`src/rtl/ljx_pkg.sv`:
```
// Functional notes
// - With checking on, result above upper is high, inside inclusive pass, below lower low.
// - With checking off, no high, pass or low judgement is produced.
// - Buzzer mode high, pass, low or off; sounds only on matching latest judgement.
// - Operate-off input: rising line edge forces standby; the line never selects operate.
// - Operate on/off input: rising edge gives standby, falling edge gives operate.
// - Interlock: rising edge forces standby; line high refuses key or bus operate.
// - Operate-out: line driven low in operate, high in standby.
// - Start-pulse function: one low pulse when each measurement begins.
// - End-pulse function: one low pulse after measurement and period both complete.
// - Judgement function: one low pulse when judgement equals selected outcome.
// - Busy input low stalls measurement and sweep start; resumes when high.
// - Busy output low from source delay start until period and measurement complete.
// - Pulse width selectable: short about 20 to 30 us, long 100 to 200 us.
package ljx_pkg;
  localparam int CLK_MHZ = 125;
  localparam int SHORT_PULSE_US = 20;
  localparam int LONG_PULSE_US = 100;
  localparam int SHORT_PULSE_CYC = SHORT_PULSE_US * CLK_MHZ;
  localparam int LONG_PULSE_CYC = LONG_PULSE_US * CLK_MHZ;
  localparam logic [5:0] OFF_CTRL = 6'h00;
  localparam logic [5:0] OFF_UPPER = 6'h04;
  localparam logic [5:0] OFF_LOWER = 6'h08;
  localparam logic [5:0] OFF_RESULT = 6'h0c;
  localparam logic [5:0] OFF_STAT = 6'h10;
  localparam logic [5:0] OFF_IRQ_ST = 6'h14;
  localparam logic [5:0] OFF_IRQ_MASK = 6'h18;
  localparam logic [5:0] OFF_CMD = 6'h1c;
  // Control field positions
  localparam int CTL_CMP_EN = 0;
  localparam int CTL_BUZ_LSB = 1;
  localparam int CTL_OPF_LSB = 4;
  localparam int CTL_CBF_LSB = 8;
  localparam int CTL_WIDE = 12;
  localparam logic [31:0] CTRL_RST = 32'h0000_0000;
  // Command bits
  localparam int CMD_OPERATE = 0;
  localparam int CMD_STANDBY = 1;
  // Interrupt bits
  localparam int IRQ_JUDGE = 0;
  localparam int IRQ_STBY = 1;
  localparam int IRQ_CPULSE = 2;
  localparam int IRQ_REFUSE = 3;
  localparam int IRQ_W = 4;
  // AXI responses
  localparam logic [1:0] RESP_OKAY = 2'h0;
  localparam logic [1:0] RESP_SLVERR = 2'h2;
  typedef enum logic [1:0] {J_NONE, J_HIGH, J_PASS, J_LOW} ljx_judge_e;
  typedef enum logic [1:0] {BZ_HIGH, BZ_PASS, BZ_LOW, BZ_OFF} ljx_buz_e;
  typedef enum logic [1:0] {OP_OFF_IN, OP_ONOFF_IN, OP_ILOCK_IN, OP_OUT} ljx_opf_e;
  typedef enum logic [2:0] {
    CB_START, CB_END, CB_HIGH, CB_PASS, CB_LOW, CB_BUSY_IN, CB_BUSY_OUT, CB_RSVD
  } ljx_cbf_e;
endpackage

```
`src/rtl/ljx_pulse.sv`:
```
module ljx_pulse
  import ljx_pkg::*;
#(
  parameter int SHORT_CYC = SHORT_PULSE_CYC,
  parameter int LONG_CYC = LONG_PULSE_CYC
) (
  input wire logic clk,
  input wire logic rst_n,
  input wire logic fire,
  input wire logic wide,
  output logic active
);
  import ljx_pkg::*;
  localparam int CW = $clog2(LONG_CYC + 1);
  logic [CW-1:0] cnt_r;

  // Retriggerable one-shot, width chosen at trigger
  always_ff @(posedge clk or negedge rst_n) begin
    if (!rst_n) begin
      cnt_r <= '0;
    end else if (fire) begin
      cnt_r <= wide ? CW'(LONG_CYC) : CW'(SHORT_CYC);
    end else if (cnt_r != '0) begin
      cnt_r <= cnt_r - CW'(1);
    end
  end

  assign active = (cnt_r != '0);
endmodule

```
`src/rtl/ljx_top.sv`:
```
// The placing of the registers and the AXI4-Lite slave port were decided locally.
module ljx_top #(
  parameter int SHORT_CYC = ljx_pkg::SHORT_PULSE_CYC,
  parameter int LONG_CYC = ljx_pkg::LONG_PULSE_CYC
) (
  input wire logic clk,
  input wire logic rst_n,
  input wire logic [5:0] s_axi_awaddr,
  input wire logic s_axi_awvalid,
  output logic s_axi_awready,
  input wire logic [31:0] s_axi_wdata,
  input wire logic [3:0] s_axi_wstrb,
  input wire logic s_axi_wvalid,
  output logic s_axi_wready,
  output logic [1:0] s_axi_bresp,
  output logic s_axi_bvalid,
  input wire logic s_axi_bready,
  input wire logic [5:0] s_axi_araddr,
  input wire logic s_axi_arvalid,
  output logic s_axi_arready,
  output logic [31:0] s_axi_rdata,
  output logic [1:0] s_axi_rresp,
  output logic s_axi_rvalid,
  input wire logic s_axi_rready,
  input wire logic result_valid,
  input wire logic [31:0] result_data,
  input wire logic key_operate,
  input wire logic meas_start,
  input wire logic meas_done,
  input wire logic period_done,
  input wire logic src_delay_start,
  input wire logic ilock_in,
  output logic ilock_out,
  output logic ilock_oe,
  input wire logic cmpl_in,
  output logic cmpl_out,
  output logic cmpl_oe,
  output logic operate,
  output logic meas_allow,
  output logic buzzer,
  output logic above_upper_limit,
  output logic pass_limits,
  output logic below_lower_limit,
  output logic irq
);
  import ljx_pkg::*;

  ////////////////////////////////////////////////////////////////////////////
  // Register bus

  logic [31:0] ctrl_r;
  logic [31:0] upper_r;
  logic [31:0] lower_r;
  logic [IRQ_W-1:0] irq_st_r;
  logic [IRQ_W-1:0] irq_mask_r;
  logic [5:0] awaddr_r;
  logic aw_have_r;
  logic [31:0] wdata_r;
  logic [3:0] wstrb_r;
  logic w_have_r;
  logic bvalid_r;
  logic [1:0] bresp_r;
  logic rvalid_r;
  logic [31:0] rdata_r;
  logic [1:0] rresp_r;
  logic wr_go;
  logic bus_operate;
  logic bus_standby;

  function automatic logic [31:0] merge(input logic [31:0] old, input logic [31:0] nw,
                                        input logic [3:0] strb);
    logic [31:0] res;
    res = old;
    for (int i = 0; i < 4; i++) begin
      if (strb[i]) begin
        res[8*i +: 8] = nw[8*i +: 8];
      end
    end
    return res;
  endfunction

  assign s_axi_awready = !aw_have_r && !bvalid_r;
  assign s_axi_wready = !w_have_r && !bvalid_r;
  assign wr_go = aw_have_r && w_have_r && !bvalid_r;
  assign s_axi_bvalid = bvalid_r;
  assign s_axi_bresp = bresp_r;
  assign s_axi_arready = !rvalid_r;
  assign s_axi_rvalid = rvalid_r;
  assign s_axi_rdata = rdata_r;
  assign s_axi_rresp = rresp_r;
  assign bus_operate = wr_go && awaddr_r == OFF_CMD && wstrb_r[0] && wdata_r[CMD_OPERATE];
  assign bus_standby = wr_go && awaddr_r == OFF_CMD && wstrb_r[0] && wdata_r[CMD_STANDBY];

  // Address and data capture, either order
  always_ff @(posedge clk or negedge rst_n) begin
    if (!rst_n) begin
      aw_have_r <= 1'b0;
      w_have_r <= 1'b0;
      awaddr_r <= '0;
      wdata_r <= '0;
      wstrb_r <= '0;
    end else begin
      if (s_axi_awvalid && s_axi_awready) begin
        aw_have_r <= 1'b1;
        awaddr_r <= {s_axi_awaddr[5:2], 2'b00};
      end else if (wr_go) begin
        aw_have_r <= 1'b0;
      end
      if (s_axi_wvalid && s_axi_wready) begin
        w_have_r <= 1'b1;
        wdata_r <= s_axi_wdata;
        wstrb_r <= s_axi_wstrb;
      end else if (wr_go) begin
        w_have_r <= 1'b0;
      end
    end
  end

  // Register writes and write response
  always_ff @(posedge clk or negedge rst_n) begin
    if (!rst_n) begin
      ctrl_r <= CTRL_RST;
      upper_r <= '0;
      lower_r <= '0;
      irq_mask_r <= '0;
      bvalid_r <= 1'b0;
      bresp_r <= RESP_OKAY;
    end else begin
      if (bvalid_r && s_axi_bready) begin
        bvalid_r <= 1'b0;
      end
      if (wr_go) begin
        bvalid_r <= 1'b1;
        bresp_r <= RESP_OKAY;
        case (awaddr_r)
          OFF_CTRL: ctrl_r <= merge(ctrl_r, wdata_r, wstrb_r);
          OFF_UPPER: upper_r <= merge(upper_r, wdata_r, wstrb_r);
          OFF_LOWER: lower_r <= merge(lower_r, wdata_r, wstrb_r);
          OFF_IRQ_MASK: irq_mask_r <= wstrb_r[0] ? wdata_r[IRQ_W-1:0] : irq_mask_r;
          OFF_IRQ_ST, OFF_CMD: bresp_r <= RESP_OKAY;
          default: bresp_r <= RESP_SLVERR;
        endcase
      end
    end
  end

  ////////////////////////////////////////////////////////////////////////////
  // Configuration fields

  logic cmp_en;
  ljx_buz_e buz_mode;
  ljx_opf_e op_fn;
  ljx_cbf_e cb_fn;
  logic wide;

  assign cmp_en = ctrl_r[CTL_CMP_EN];
  assign buz_mode = ljx_buz_e'(ctrl_r[CTL_BUZ_LSB +: 2]);
  assign op_fn = ljx_opf_e'(ctrl_r[CTL_OPF_LSB +: 2]);
  assign cb_fn = ljx_cbf_e'(ctrl_r[CTL_CBF_LSB +: 3]);
  assign wide = ctrl_r[CTL_WIDE];

  ////////////////////////////////////////////////////////////////////////////
  // Pin synchronisers

  logic [1:0] ilock_sync_r;
  logic [1:0] cmpl_sync_r;
  logic ilock_prev_r;
  logic ilock_s;
  logic cmpl_s;
  logic ilock_rise;
  logic ilock_fall;

  always_ff @(posedge clk or negedge rst_n) begin
    if (!rst_n) begin
      ilock_sync_r <= 2'b11;
      cmpl_sync_r <= 2'b11;
      ilock_prev_r <= 1'b1;
    end else begin
      ilock_sync_r <= {ilock_sync_r[0], ilock_in};
      cmpl_sync_r <= {cmpl_sync_r[0], cmpl_in};
      ilock_prev_r <= ilock_sync_r[1];
    end
  end

  assign ilock_s = ilock_sync_r[1];
  assign cmpl_s = cmpl_sync_r[1];
  assign ilock_rise = op_fn != OP_OUT && ilock_s && !ilock_prev_r;
  assign ilock_fall = op_fn != OP_OUT && !ilock_s && ilock_prev_r;

  ////////////////////////////////////////////////////////////////////////////
  // Limit judgement

  ljx_judge_e judge_r;
  ljx_judge_e judge_nxt;
  logic judge_ev_r;

  always_comb begin
    if (!cmp_en) begin
      judge_nxt = J_NONE;
    end else if ($signed(result_data) > $signed(upper_r)) begin
      judge_nxt = J_HIGH;
    end else if ($signed(result_data) < $signed(lower_r)) begin
      judge_nxt = J_LOW;
    end else begin
      judge_nxt = J_PASS;
    end
  end

  always_ff @(posedge clk or negedge rst_n) begin
    if (!rst_n) begin
      judge_r <= J_NONE;
      judge_ev_r <= 1'b0;
    end else begin
      judge_ev_r <= result_valid && cmp_en;
      if (!cmp_en) begin
        judge_r <= J_NONE;
      end else if (result_valid) begin
        judge_r <= judge_nxt;
      end
    end
  end

  assign above_upper_limit = judge_r == J_HIGH;
  assign pass_limits = judge_r == J_PASS;
  assign below_lower_limit = judge_r == J_LOW;

  always_comb begin
    case (buz_mode)
      BZ_HIGH: buzzer = judge_r == J_HIGH;
      BZ_PASS: buzzer = judge_r == J_PASS;
      BZ_LOW: buzzer = judge_r == J_LOW;
      default: buzzer = 1'b0;
    endcase
  end

  ////////////////////////////////////////////////////////////////////////////
  // Operate and standby

  logic operate_r;
  logic op_req;
  logic refuse;
  logic go_standby;

  assign op_req = key_operate || bus_operate;
  assign refuse = op_fn == OP_ILOCK_IN && ilock_s && op_req;
  assign go_standby = ilock_rise || bus_standby;

  always_ff @(posedge clk or negedge rst_n) begin
    if (!rst_n) begin
      operate_r <= 1'b0;
    end else if (go_standby) begin
      operate_r <= 1'b0;
    end else if (op_fn == OP_ONOFF_IN && ilock_fall) begin
      operate_r <= 1'b1;
    end else if (op_req && !refuse) begin
      operate_r <= 1'b1;
    end
  end

  assign operate = operate_r;
  assign ilock_oe = op_fn == OP_OUT;
  assign ilock_out = !operate_r;

  ////////////////////////////////////////////////////////////////////////////
  // Complete and busy line

  logic fire;
  logic pulse_act;
  logic busy_r;

  always_comb begin
    case (cb_fn)
      CB_START: fire = meas_start;
      CB_END: fire = meas_done && period_done;
      CB_HIGH: fire = judge_ev_r && judge_r == J_HIGH;
      CB_PASS: fire = judge_ev_r && judge_r == J_PASS;
      CB_LOW: fire = judge_ev_r && judge_r == J_LOW;
      default: fire = 1'b0;
    endcase
  end

  ljx_pulse #(
    .SHORT_CYC(SHORT_CYC),
    .LONG_CYC(LONG_CYC)
  ) u_pulse (
    .clk(clk),
    .rst_n(rst_n),
    .fire(fire),
    .wide(wide),
    .active(pulse_act)
  );

  always_ff @(posedge clk or negedge rst_n) begin
    if (!rst_n) begin
      busy_r <= 1'b0;
    end else if (src_delay_start) begin
      busy_r <= 1'b1;
    end else if (meas_done && period_done) begin
      busy_r <= 1'b0;
    end
  end

  assign cmpl_oe = cb_fn != CB_BUSY_IN && cb_fn != CB_RSVD;
  assign cmpl_out = cb_fn == CB_BUSY_OUT ? !busy_r : !pulse_act;
  assign meas_allow = !(cb_fn == CB_BUSY_IN && !cmpl_s);

  ////////////////////////////////////////////////////////////////////////////
  // Interrupts and reads

  logic [IRQ_W-1:0] irq_ev;
  logic [IRQ_W-1:0] irq_clr;

  assign irq_ev[IRQ_JUDGE] = judge_ev_r;
  assign irq_ev[IRQ_STBY] = go_standby && operate_r;
  assign irq_ev[IRQ_CPULSE] = fire;
  assign irq_ev[IRQ_REFUSE] = refuse;
  assign irq_clr = (wr_go && awaddr_r == OFF_IRQ_ST && wstrb_r[0]) ?
                   wdata_r[IRQ_W-1:0] : '0;

  // Set wins over clear
  always_ff @(posedge clk or negedge rst_n) begin
    if (!rst_n) begin
      irq_st_r <= '0;
    end else begin
      irq_st_r <= (irq_st_r & ~irq_clr) | irq_ev;
    end
  end

  assign irq = |(irq_st_r & irq_mask_r);

  always_ff @(posedge clk or negedge rst_n) begin
    if (!rst_n) begin
      rvalid_r <= 1'b0;
      rdata_r <= '0;
      rresp_r <= RESP_OKAY;
    end else if (s_axi_arvalid && s_axi_arready) begin
      rvalid_r <= 1'b1;
      rresp_r <= RESP_OKAY;
      case ({s_axi_araddr[5:2], 2'b00})
        OFF_CTRL: rdata_r <= ctrl_r;
        OFF_UPPER: rdata_r <= upper_r;
        OFF_LOWER: rdata_r <= lower_r;
        OFF_RESULT: rdata_r <= {30'h0, judge_r};
        OFF_STAT: rdata_r <= {26'h0, busy_r, pulse_act, cmpl_s, ilock_s, buzzer, operate_r};
        OFF_IRQ_ST: rdata_r <= {28'h0, irq_st_r};
        OFF_IRQ_MASK: rdata_r <= {28'h0, irq_mask_r};
        OFF_CMD: rdata_r <= '0;
        default: begin
          rdata_r <= '0;
          rresp_r <= RESP_SLVERR;
        end
      endcase
    end else if (rvalid_r && s_axi_rready) begin
      rvalid_r <= 1'b0;
    end
  end
endmodule

```
`config.mk`:
```
export PLATFORM = sky130hd
export DESIGN_NAME = ljx_top
export DESIGN_NICKNAME = d
export VERILOG_FILES = /design/src/rtl/ljx_pkg.sv /design/src/rtl/ljx_pulse.sv /design/src/rtl/ljx_top.sv
export SDC_FILE = /design/constraint.sdc
export NUM_CORES = 1
export LEC_CHECK = 0
export ABC_CLOCK_PERIOD_IN_PS = 2380
export BUFFER_PORTS_ARGS = -buffer_cell sky130_fd_sc_hd__buf_2
export CAP_MARGIN = 15
export CORE_MARGIN = 2
export CORE_UTILIZATION = 52
export DETAILED_ROUTE_END_ITERATION = 16
export PLACE_DENSITY = 0.74
export SYNTH_ARGS = -nofsm -noshare
export SYNTH_HDL_FRONTEND = slang
export SYNTH_SLANG_ARGS = --single-unit
```
`constraint.sdc`:
```
create_clock -name clk -period 2.38 [get_ports clk]
set_clock_uncertainty 0.1 [all_clocks]
set_input_delay 0.119 -clock clk [delete_from_list [all_inputs] [get_ports clk]]
set_output_delay 0.119 -clock clk [all_outputs]
set_load 0.02 [all_outputs]
```
== Word-level counts from Yosys, hierarchy flattened ==
Index checks and enable logic that the tools add are counted.
W data, S select, Z words.

* Muxes and demuxes: 26
* Eq/ne operators: 30
* Bitwise logic cells: 4
* Magnitude comparators: 2
* Add/sub/neg operators: 1
* Reduce and logical (&&, ||, !) cells: 73

{| class="wikitable"
|+ Operators with widths
! operator !! number
|-
| $pmux W32 S7 || 1
|-
| $mux W14 || 3
|-
| $reduce_and A3 Y1 || 13
|-
| $gt A32 B32 Y1 || 1
|-
| $lt A32 B32 Y1 || 1
|-
| $logic_and A1 B1 Y1 || 31
|-
| $eq A4 B3 Y1 const B || 7
|-
| $mux W1 || 14
|-
| $reduce_bool A14 Y1 || 1
|-
| $sub A14 B1 Y14 const B || 1
|-
| $eq A4 B2 Y1 const B || 3
|-
| $logic_not A1 Y1 || 12
|-
| $reduce_bool A2 Y1 || 6
|-
| $eq A2 B2 Y1 const B || 5
|-
| $mux W2 || 5
|-
| $eq A3 B3 Y1 const B || 3
|-
| $and A4 B4 Y4 || 2
|-
| $eq A4 B1 Y1 const B || 2
|-
| $reduce_or A8 Y1 || 1
|-
| $eq A2 B1 Y1 const B || 3
|-
| $eq A3 B2 Y1 const B || 2
|-
| $logic_not A6 Y1 || 1
|-
| $ne A3 B3 Y1 const B || 2
|-
| $reduce_or A6 Y1 || 1
|-
| other kinds (13) || 15
|}

* Flip-flop bits (word level): 208
* Logic and storage cells: 168

== Logic depth before layout (Yosys ltp) ==
Gate-level depths: netlist of run 1.

* Depth after elaboration: 12
* Gate-level depth with buffers: 9

== Cells and area by module ==
A second synthesis of run 1 with hierarchy kept.

* Cell total of the unflattened synthesis: 955
* Area, all modules: 10308.6 um^2

{| class="wikitable"
|+ Modules (own cells, without submodules)
! module !! times used !! cells each !! area each (um^2) !! sequential area each (um^2)
|-
| ljx_top || 1 || 870 || 9471.6 || 4810.9
|-
| ljx_pulse || 1 || 85 || 837.1 || 350.3
|}

== Least setup slack after synthesis of run 1 ==
OpenSTA, ideal clock, no wires.

* Path kind: reg2reg
* Start: register upper_r[5]
* End: register judge_r[1]
* Period minus slack after synthesis: 2.246 ns
* Data required time: 2.215 ns
* Path slack: 0.134 ns
* Arrival time: 2.081 ns
* Buffers on the path: 0
* Cell stages (with the launch flop): 10
* Setup time: 0.065 ns
* Path through: dfrtp_1 > inv_1 > ha_1 > a21o_1 > nand3_1 > a211oi_1 > or4b_2 > a211oi_1 > a211o_1 > o211a_1

* Cells in the longest elaborated chain, start to end: 4

{| class="wikitable"
|+ Ends and longest elaborated chain
! what !! line !! text
|-
| from (decl) || ljx_top.sv:52 || <nowiki>logic [31:0] upper_r;</nowiki>
|-
| from (signal assigned) || ljx_top.sv:137 || <nowiki>OFF_UPPER: upper_r <= merge(upper_r, wdata_r, wstrb_r);</nowiki>
|-
| $gt A32 B32 Y1 || ljx_top.sv:200 || <nowiki>end else if ($signed(result_data) > $signed(upper_r)) begin</nowiki>
|-
| $mux W2 || ljx_top.sv:200 ||
|-
| $mux W2 || ljx_top.sv:217 || <nowiki>end else if (result_valid) begin</nowiki>
|-
| $mux W2 || ljx_top.sv:215 || <nowiki>if (!cmp_en) begin</nowiki>
|-
| to (signal assigned) || ljx_top.sv:218 || <nowiki>judge_r <= judge_nxt;</nowiki>
|-
| to (decl) || ljx_top.sv:193 || <nowiki>ljx_judge_e judge_r;</nowiki>
|}

No other way between the ends. The select of a mux whose other input is x is not followed.
A chain may end at the register's enable or synchronous reset.

== Final worst setup path of run 1 ==
* Start: register u_pulse.cnt_r[6]
* End: output cmpl_out

* Cells in the longest elaborated chain, start to end: 3

{| class="wikitable"
|+ Ends and longest elaborated chain
! what !! line !! text
|-
| from (decl) || ljx_pulse.sv:15 || <nowiki>logic [CW-1:0] cnt_r;</nowiki>
|-
| from (signal assigned) || ljx_pulse.sv:22 || <nowiki>cnt_r <= wide ? CW'(LONG_CYC) : CW'(SHORT_CYC);</nowiki>
|-
| from (signal assigned) || ljx_pulse.sv:24 || <nowiki>cnt_r <= cnt_r - CW'(1);</nowiki>
|-
| $reduce_bool A14 Y1 || ljx_pulse.sv:28 || <nowiki>assign active = (cnt_r != '0);</nowiki>
|-
| $logic_not A1 Y1 || ljx_top.sv:304 || <nowiki>assign cmpl_out = cb_fn == CB_BUSY_OUT ? !busy_r : !pulse_act;</nowiki>
|-
| $mux W1 || ljx_top.sv:304 ||
|-
| to (decl) || ljx_top.sv:36 || <nowiki>output logic cmpl_out,</nowiki>
|}

No other way between the ends.

==> flow_metrics.tcl, run 1 <==
set metrics [dict create \
    outcome "finished, violations left" \
    violations "setup timing" \
    rsz0062_at_grt "true" \
    hp-class "input pin to asynchronous set/reset pin" \
    slowest_delay_ns 0.56 \
    synth_area_leaders "dfrtp_1 49%, mux2_2 8.8%, ha_1 7.8%, o21ai_0 5.4%, nand2_1 4.9%" \
    hold_violations 0 \
    drtAntennaViolNets 0 \
    crit_path_end_kind "output pin" \
    die_w_um 145 \
    die_y_um 145 \
    final_area_mm2 0.0129 \
    stdcell_count 1491 \
    avgSynthCellArea_um2 10.5 \
    finalSetupTns_ns -0.311 \
    worstPathCellList "or4_4 -> nor4_4 -> nor4b_4 -> buf_4 -> o21ai_2 -> o31ai_2 -> buf_4" \
    place.detailed.hpwl_um 18100 \
    routedWlPerCell_um 17.6 \
    irDropWorstVdd_uv 617 \
    cts_sinks 206 \
    die_area_mm2 0.0210 \
    htree_num_levels 1 \
    grt_overflow 0 \
    drv_slew 0 \
    route.detailed.drc 0 \
    yosysMostFrequentCell "dfrtp_1" \
    cp_slowest_cell "or4_4" \
    path_max_fanout 3 \
    pin_count 147 \
    yosysWarnings 0 \
    synth_area_mm2 0.0103 \
    wl_met1_um 11600 \
    synth-main-ff-cell "dfrtp_1" \
    dp_cells 1389 \
    period_share 1.13 \
    placed_area_mm2 0.0115 \
    vias 8232 \
    max_freq_mhz 372 \
    grt_max_degree 68 \
    timing.max_cap.violations 0 \
    fillers 1476 \
    top_layer_used "met4" \
    drt_pass1_iterations 4 \
    nets 1367 \
    worstMarginPinSlew_ns 0.534 \
    antenna_found_initial 1 \
    clock_latency_ns 0.51 \
    crit_type "flop to output pin" \
    drt_wl_total_um 26300 \
    fp.coreArea_mm2 0.0195 \
    met2_length_um 12600 \
    cts_root_buf "clkbuf_16" \
    ys_seq_elements 206 \
    cts_tree "done" \
    gr-usage-all-layers 0.257 \
    slew_headroom 0.643 \
    yosysUniqueCellTypes 58 \
    synth_top_area_cell "dfrtp_1" \
    viasPerCell 5.52 \
    finalWorstSetupSlack_ns -0.311 \
    final.min_clock_period_ns 2.69 \
    cp.required_ns 2.16 \
    layout-drive-gt1-share 0.270 \
    synthToLayoutAreaGrowth_pct 25.3 \
    async_flop_share 1.00 \
    cp.arrival_ns 2.47 \
    start_util 0.530 \
    ys_top_cells_by_count "201 x dfrtp_1, 135 x nand2_1, 111 x o21ai_0" \
    startpoint_type "flop" \
    drt_iter0_markers 435 \
    row_count 51 \
    ctsLongestPathBuffers 3 \
    cts_made_buffers 23 \
    synth-seq-area-share 0.500 \
    gp_congestion 0.931 \
    path_common_cell "buf_4" \
    setup_viol 1 \
    synth_edf_count 0 \
    grt_first_pass_wirelength_um 42400 \
    met3_length_um 1470 \
    p_leak_nw 6.06 \
    path_clk_slew_ns 0.06 \
    power_density_mw_per_mm2 1010 \
    io_buffers 140 \
    yosysTopAreaCellShare 0.487 \
    power_mw 13.0 \
    grt_pass1_vias 8396 \
    netlist_instances 984 \
]
[metal layers]
layer,vias up,global-route usage
li1,3908,-
met1,4037,0.347
met2,238,0.431
met3,49,0.0431
met4,0,0.0710
met5,-,0
[kinds of logic (layout without fill, tap and decap cells)]
logic type,count (synthesis),count (layout),share of synthesized area
mux,117,117,0.126
flops,206,206,0.500
fa+ha+maj,64,64,0.0776
simple gates,249,249,0.114
other cells,1,3,0.000363
compound gates,222,222,0.130
xor+xnor,11,11,0.00934
buf+inv,114,354,0.0426
[metrics by stage]
step	utilization	worst slack (ns)	hold slack, ns
2_1_floorplan	-	0.134	-0.277
3_3_place_gp	0.593	-0.0405	0.0285
3_5_place_dp	0.593	-0.123	0.0277
4_1_cts	0.661	-0.255	0.0361
5_1_grt	0.664	-0.381	0.0969
6_report	0.665	-0.311	0.0452
[registers in the layout (all words and copies together) (netlist names), 2 cells and up]
signal	count
ctrl_r	32
wdata_r	32
cmpl_sync_r	2
awaddr_r	4
s_axi_rdata	32
irq_st_r	4
irq_mask_r	4
u_pulse.cnt_r	14
wstrb_r	4
lower_r	32
upper_r	32
ilock_sync_r	2
judge_r	2
[worst max-delay path: cells and delay by family, from the launching register on]
family	cells	cell delay, ns
AOI/OAI and AO/OA	2	0.12
and+or+nand+nor	3	1.08
buffers and inverters	2	0.36
DFF	1	0.40
[layout by cell type (no fill, tap or decap), types with 3 or more instances in the layout]
| master | synthesis | final |
|---|---|---|
| o211ai_1 | 4 | 4 |
| nand3_1 | 8 | 8 |
| nand2b_1 | 8 | 8 |
| a21oi_1 | 39 | 37 |
| buf_12 | 0 | 4 |
| nand3b_1 | 5 | 5 |
| xnor2_1 | 5 | 5 |
| buf_2 | 3 | 138 |
| clkbuf_1 | 27 | 6 |
| clkbuf_16 | 0 | 23 |
| o22ai_1 | 3 | 3 |
| a221oi_1 | 3 | 3 |
| dfstp_2 | 5 | 5 |
| nor3_1 | 7 | 6 |
| nor4_1 | 3 | 3 |
| a22o_1 | 32 | 32 |
| nand4_1 | 10 | 10 |
| a211oi_1 | 7 | 6 |
| xor2_1 | 6 | 6 |
| a22oi_1 | 3 | 3 |
| inv_1 | 76 | 75 |
| mux2_2 | 81 | 81 |
| dlygate4sd3_1 | 0 | 52 |
| nor2b_1 | 6 | 5 |
| clkbuf_8 | 0 | 8 |
| buf_4 | 2 | 41 |
| a21o_1 | 5 | 5 |
| clkinv_2 | 0 | 4 |
| and4_1 | 3 | 3 |
| mux2i_1 | 34 | 34 |
| o21ai_0 | 111 | 109 |
| nand2_1 | 135 | 135 |
| ha_1 | 64 | 63 |
| nor2_1 | 43 | 42 |
| dfrtp_1 | 201 | 200 |
[final timing paths]
path / start / end / slack, ns / cells after the start
hold reg to reg: ilock_sync_r[0] / ilock_sync_r[1] / 0.25 / 0
hold / removal: rst_n / lower_r[6] / 0.05 / 2
max in group asynchronous: rst_n / lower_r[28] / 1.40 / 3
min in group clk: s_axi_araddr[4] / s_axi_rdata[1] / 0.07 / 3
setup reg to reg: u_pulse.cnt_r[6] / u_pulse.cnt_r[6] / 0.08 / 8
setup / recovery: u_pulse.cnt_r[6] / cmpl_out / -0.31 / 7
[power breakdown]
group / internal (mW) / leakage [nW] / switching (mW) / total (mW)
Combinational: 1.91 / 3.03 / 2.06 / 3.97
Clock: 2.11 / 0.375 / 1.39 / 3.50
Sequential: 4.64 / 2.65 / 0.943 / 5.58
[what timing repair did]
item,in CTS,in global routing
endpoints found under the setup margin,3,3
pin swaps,3,7
endpoints found under the hold margin,257,0
setup buffers,4,3
gates resized for setup,6,11
hold buffers,52,0
[cell type report]
cell class	instances	area [µm²]	share of cell area
Multi-Input combinational cell	665	4790	0.370
Sequential cell	206	5160	0.399
Antenna cell	1	2.50	0.000193
Tap cell	265	332	0.0256
Clock inverter	6	58.8	0.00455
Inverter	76	285	0.0221
Timing Repair Buffer	236	1610	0.125
Clock buffer	36	694	0.0537
No activity file was read; power rests on OpenSTA's default activity.
==> run 2: changes to the inputs <==
--- a/config.mk
+++ b/config.mk
@@ -11,6 +11,7 @@
 export CORE_MARGIN = 2
 export CORE_UTILIZATION = 52
 export DETAILED_ROUTE_END_ITERATION = 16
+export HOLD_SLACK_MARGIN = 0.1
 export PLACE_DENSITY = 0.74
 export SYNTH_ARGS = -nofsm -noshare
 export SYNTH_HDL_FRONTEND = slang
==> run 2 against run 1 <==
Combinational power is essentially flat; global-route usage barely moved; via count rose by 0.21%; worst hold slack better by 0.10 ns; the run still ends with setup timing left; largest cell class unchanged; critical endpoint unchanged; critical path depth unchanged; die area unchanged; flip-flop and latch count is the same; final area rose by 0.15%; utilization grew 0.10 points.
==> flow_metrics.tcl, run 2 (same netlist as run 1, synthesis figures left out) <==
set metrics [dict create \
    vias 8249 \
    place.detailed.hpwl_um 18100 \
    grt_pass1_vias 8391 \
    hp-start "s_axi_araddr[3]" \
    cts_made_buffers 23 \
    slowest_delay_ns 0.56 \
    power_mw 13.1 \
    drt_pass1_iterations 4 \
    crit_path_end_kind "output pin" \
    clock_latency_ns 0.51 \
    crit_type "flop to output pin" \
    outcome "finished, violations left" \
    layout-drive-gt1-share 0.270 \
    routedWlPerCell_um 17.6 \
    final.min_clock_period_ns 2.70 \
    multi_input_area_mm2 0.00479 \
    start_util 0.530 \
    cts_tree "done" \
    grt_max_degree 68 \
    cp_top_family "simple AND/OR/NAND/NOR gates" \
    die_y_um 145 \
    gp_congestion 0.931 \
    gr-usage-all-layers 0.257 \
    hp-class "input pin to flop" \
    mostFrequentLayoutCell "dfrtp_1" \
    startpoint_type "flop" \
    die_area_mm2 0.0210 \
    antenna_found_initial 1 \
    worstMarginPinSlew_ns 0.529 \
    power_density_mw_per_mm2 1010 \
    fp.coreArea_mm2 0.0195 \
    die_w_um 145 \
    violations "setup timing" \
    row_count 51 \
    drtAntennaViolNets 0 \
    irDropWorstVdd_uv 617 \
    slew_headroom 0.647 \
    placed_area_mm2 0.0115 \
    final_area_mm2 0.0130 \
    drt_wl_total_um 26200 \
    path_common_cell "buf_4" \
    drv_slew 0 \
    cts_root_buf "clkbuf_16" \
    synthToLayoutAreaGrowth_pct 25.5 \
    path_clk_slew_ns 0.06 \
    path_max_fanout 3 \
    grt_first_pass_wirelength_um 42400 \
    finalWorstSetupSlack_ns -0.316 \
    timing.max_cap.violations 0 \
    final_cell_mix "200 x dfrtp_1, 138 x buf_2, 135 x nand2_1" \
    critPathLaunch "u_pulse.cnt_r[6]" \
    rrSetupSlack_ns 0.08 \
    pre_cts_ws_ns -0.123 \
    fillers 1474 \
    htree_num_levels 1 \
    ctsLongestPathBuffers 3 \
    cts_sinks 206 \
    viasPerCell 5.53 \
    worstPathCellList "or4_4 -> nor4_4 -> nor4b_4 -> buf_4 -> o21ai_2 -> o31ai_2 -> buf_4" \
    max_freq_mhz 371 \
    seq_area_mm2 0.00516 \
    finalSetupTns_ns -0.316 \
    nets 1369 \
    cp.required_ns 2.16 \
    period_share 1.13 \
    cp_slowest_cell "or4_4" \
    critical_path_buf_inv_count 2 \
    cp.arrival_ns 2.48 \
    drt_iter0_markers 418 \
    rsz0062_at_grt "true" \
    setup_viol 1 \
    io_buffers 140 \
    hold_violations 0 \
    p_leak_nw 6.07 \
    grt_overflow 0 \
    route.detailed.drc 0 \
    pin_count 147 \
    rr_startpoint "u_pulse.cnt_r[6]" \
]
==> run 2: path summary, 6_finish.rpt <==
| path | to | cells past startpoint |
|---|---|---|
| setup / recovery | cmpl_out | 7 |
| hold / removal | s_axi_rdata[4] | 5 |
| setup reg to reg | u_pulse.cnt_r[6] | 8 |
| hold reg to reg | ilock_sync_r[1] | 0 |
| max in group asynchronous | lower_r[28] | 4 |
| min in group asynchronous | lower_r[6] | 3 |
==> run 2: timing repair <==
action / CTS / global route
pin swaps: 3 / 7
endpoints found under the hold margin: 262 / 0
endpoints found under the setup margin: 3 / 3
hold buffers: 54 / 0
gates resized for setup: 6 / 11
setup buffers: 4 / 3
==> run 2: per-stage QoR <==
step / util / hold WS [ns] / instances
finish: 0.666 / 0.145 / 1493
global route: 0.666 / 0.162 / 1492
global placement: 0.593 / 0.0285 / 1389
detailed placement: 0.593 / 0.0277 / 1389
CTS: 0.662 / 0.129 / 1489
floorplan: - / -0.277 / 985
==> run 2: per-layer routing <==
layer	vias up	GRT usage	part of all wire
met5	-	0	0
met2	249	0.430	0.48
met4	0	0.0710	0.024
li1	3916	-	-
met1	4033	0.347	0.44
met3	51	0.0431	0.057
==> run 2: power breakdown <==
| group | switching [mW] | total (mW) | internal, mW | leakage, nW |
|---|---|---|---|---|
| Combinational | 2.07 | 3.98 | 1.91 | 3.04 |
| Clock | 1.39 | 3.50 | 2.11 | 0.375 |
| Sequential | 0.944 | 5.58 | 4.64 | 2.65 |
| Total | 4.40 | 13.1 | 8.65 | 6.07 |
==> run 2: worst reg2reg max path, cell delays in order (launching register included) <==
cell	delay, ns
dfrtp_1	0.40
or4_4	0.56
nor4_4	0.26
nor4b_4	0.26
buf_4	0.18
nor4_2	0.05
nor2b_1	0.14
xnor2_1	0.14
nand2b_1	0.09
==> run 2: layout make-up <==
cell class              instances  area share
well taps                     265      0.0256
flip-flops and latches        206       0.398
clock buffers                  36      0.0536
inverters                      76      0.0220
multi-input cells             665       0.370
clock inverters                 6     0.00454
repair buffers                238       0.126
diodes                          1    0.000193
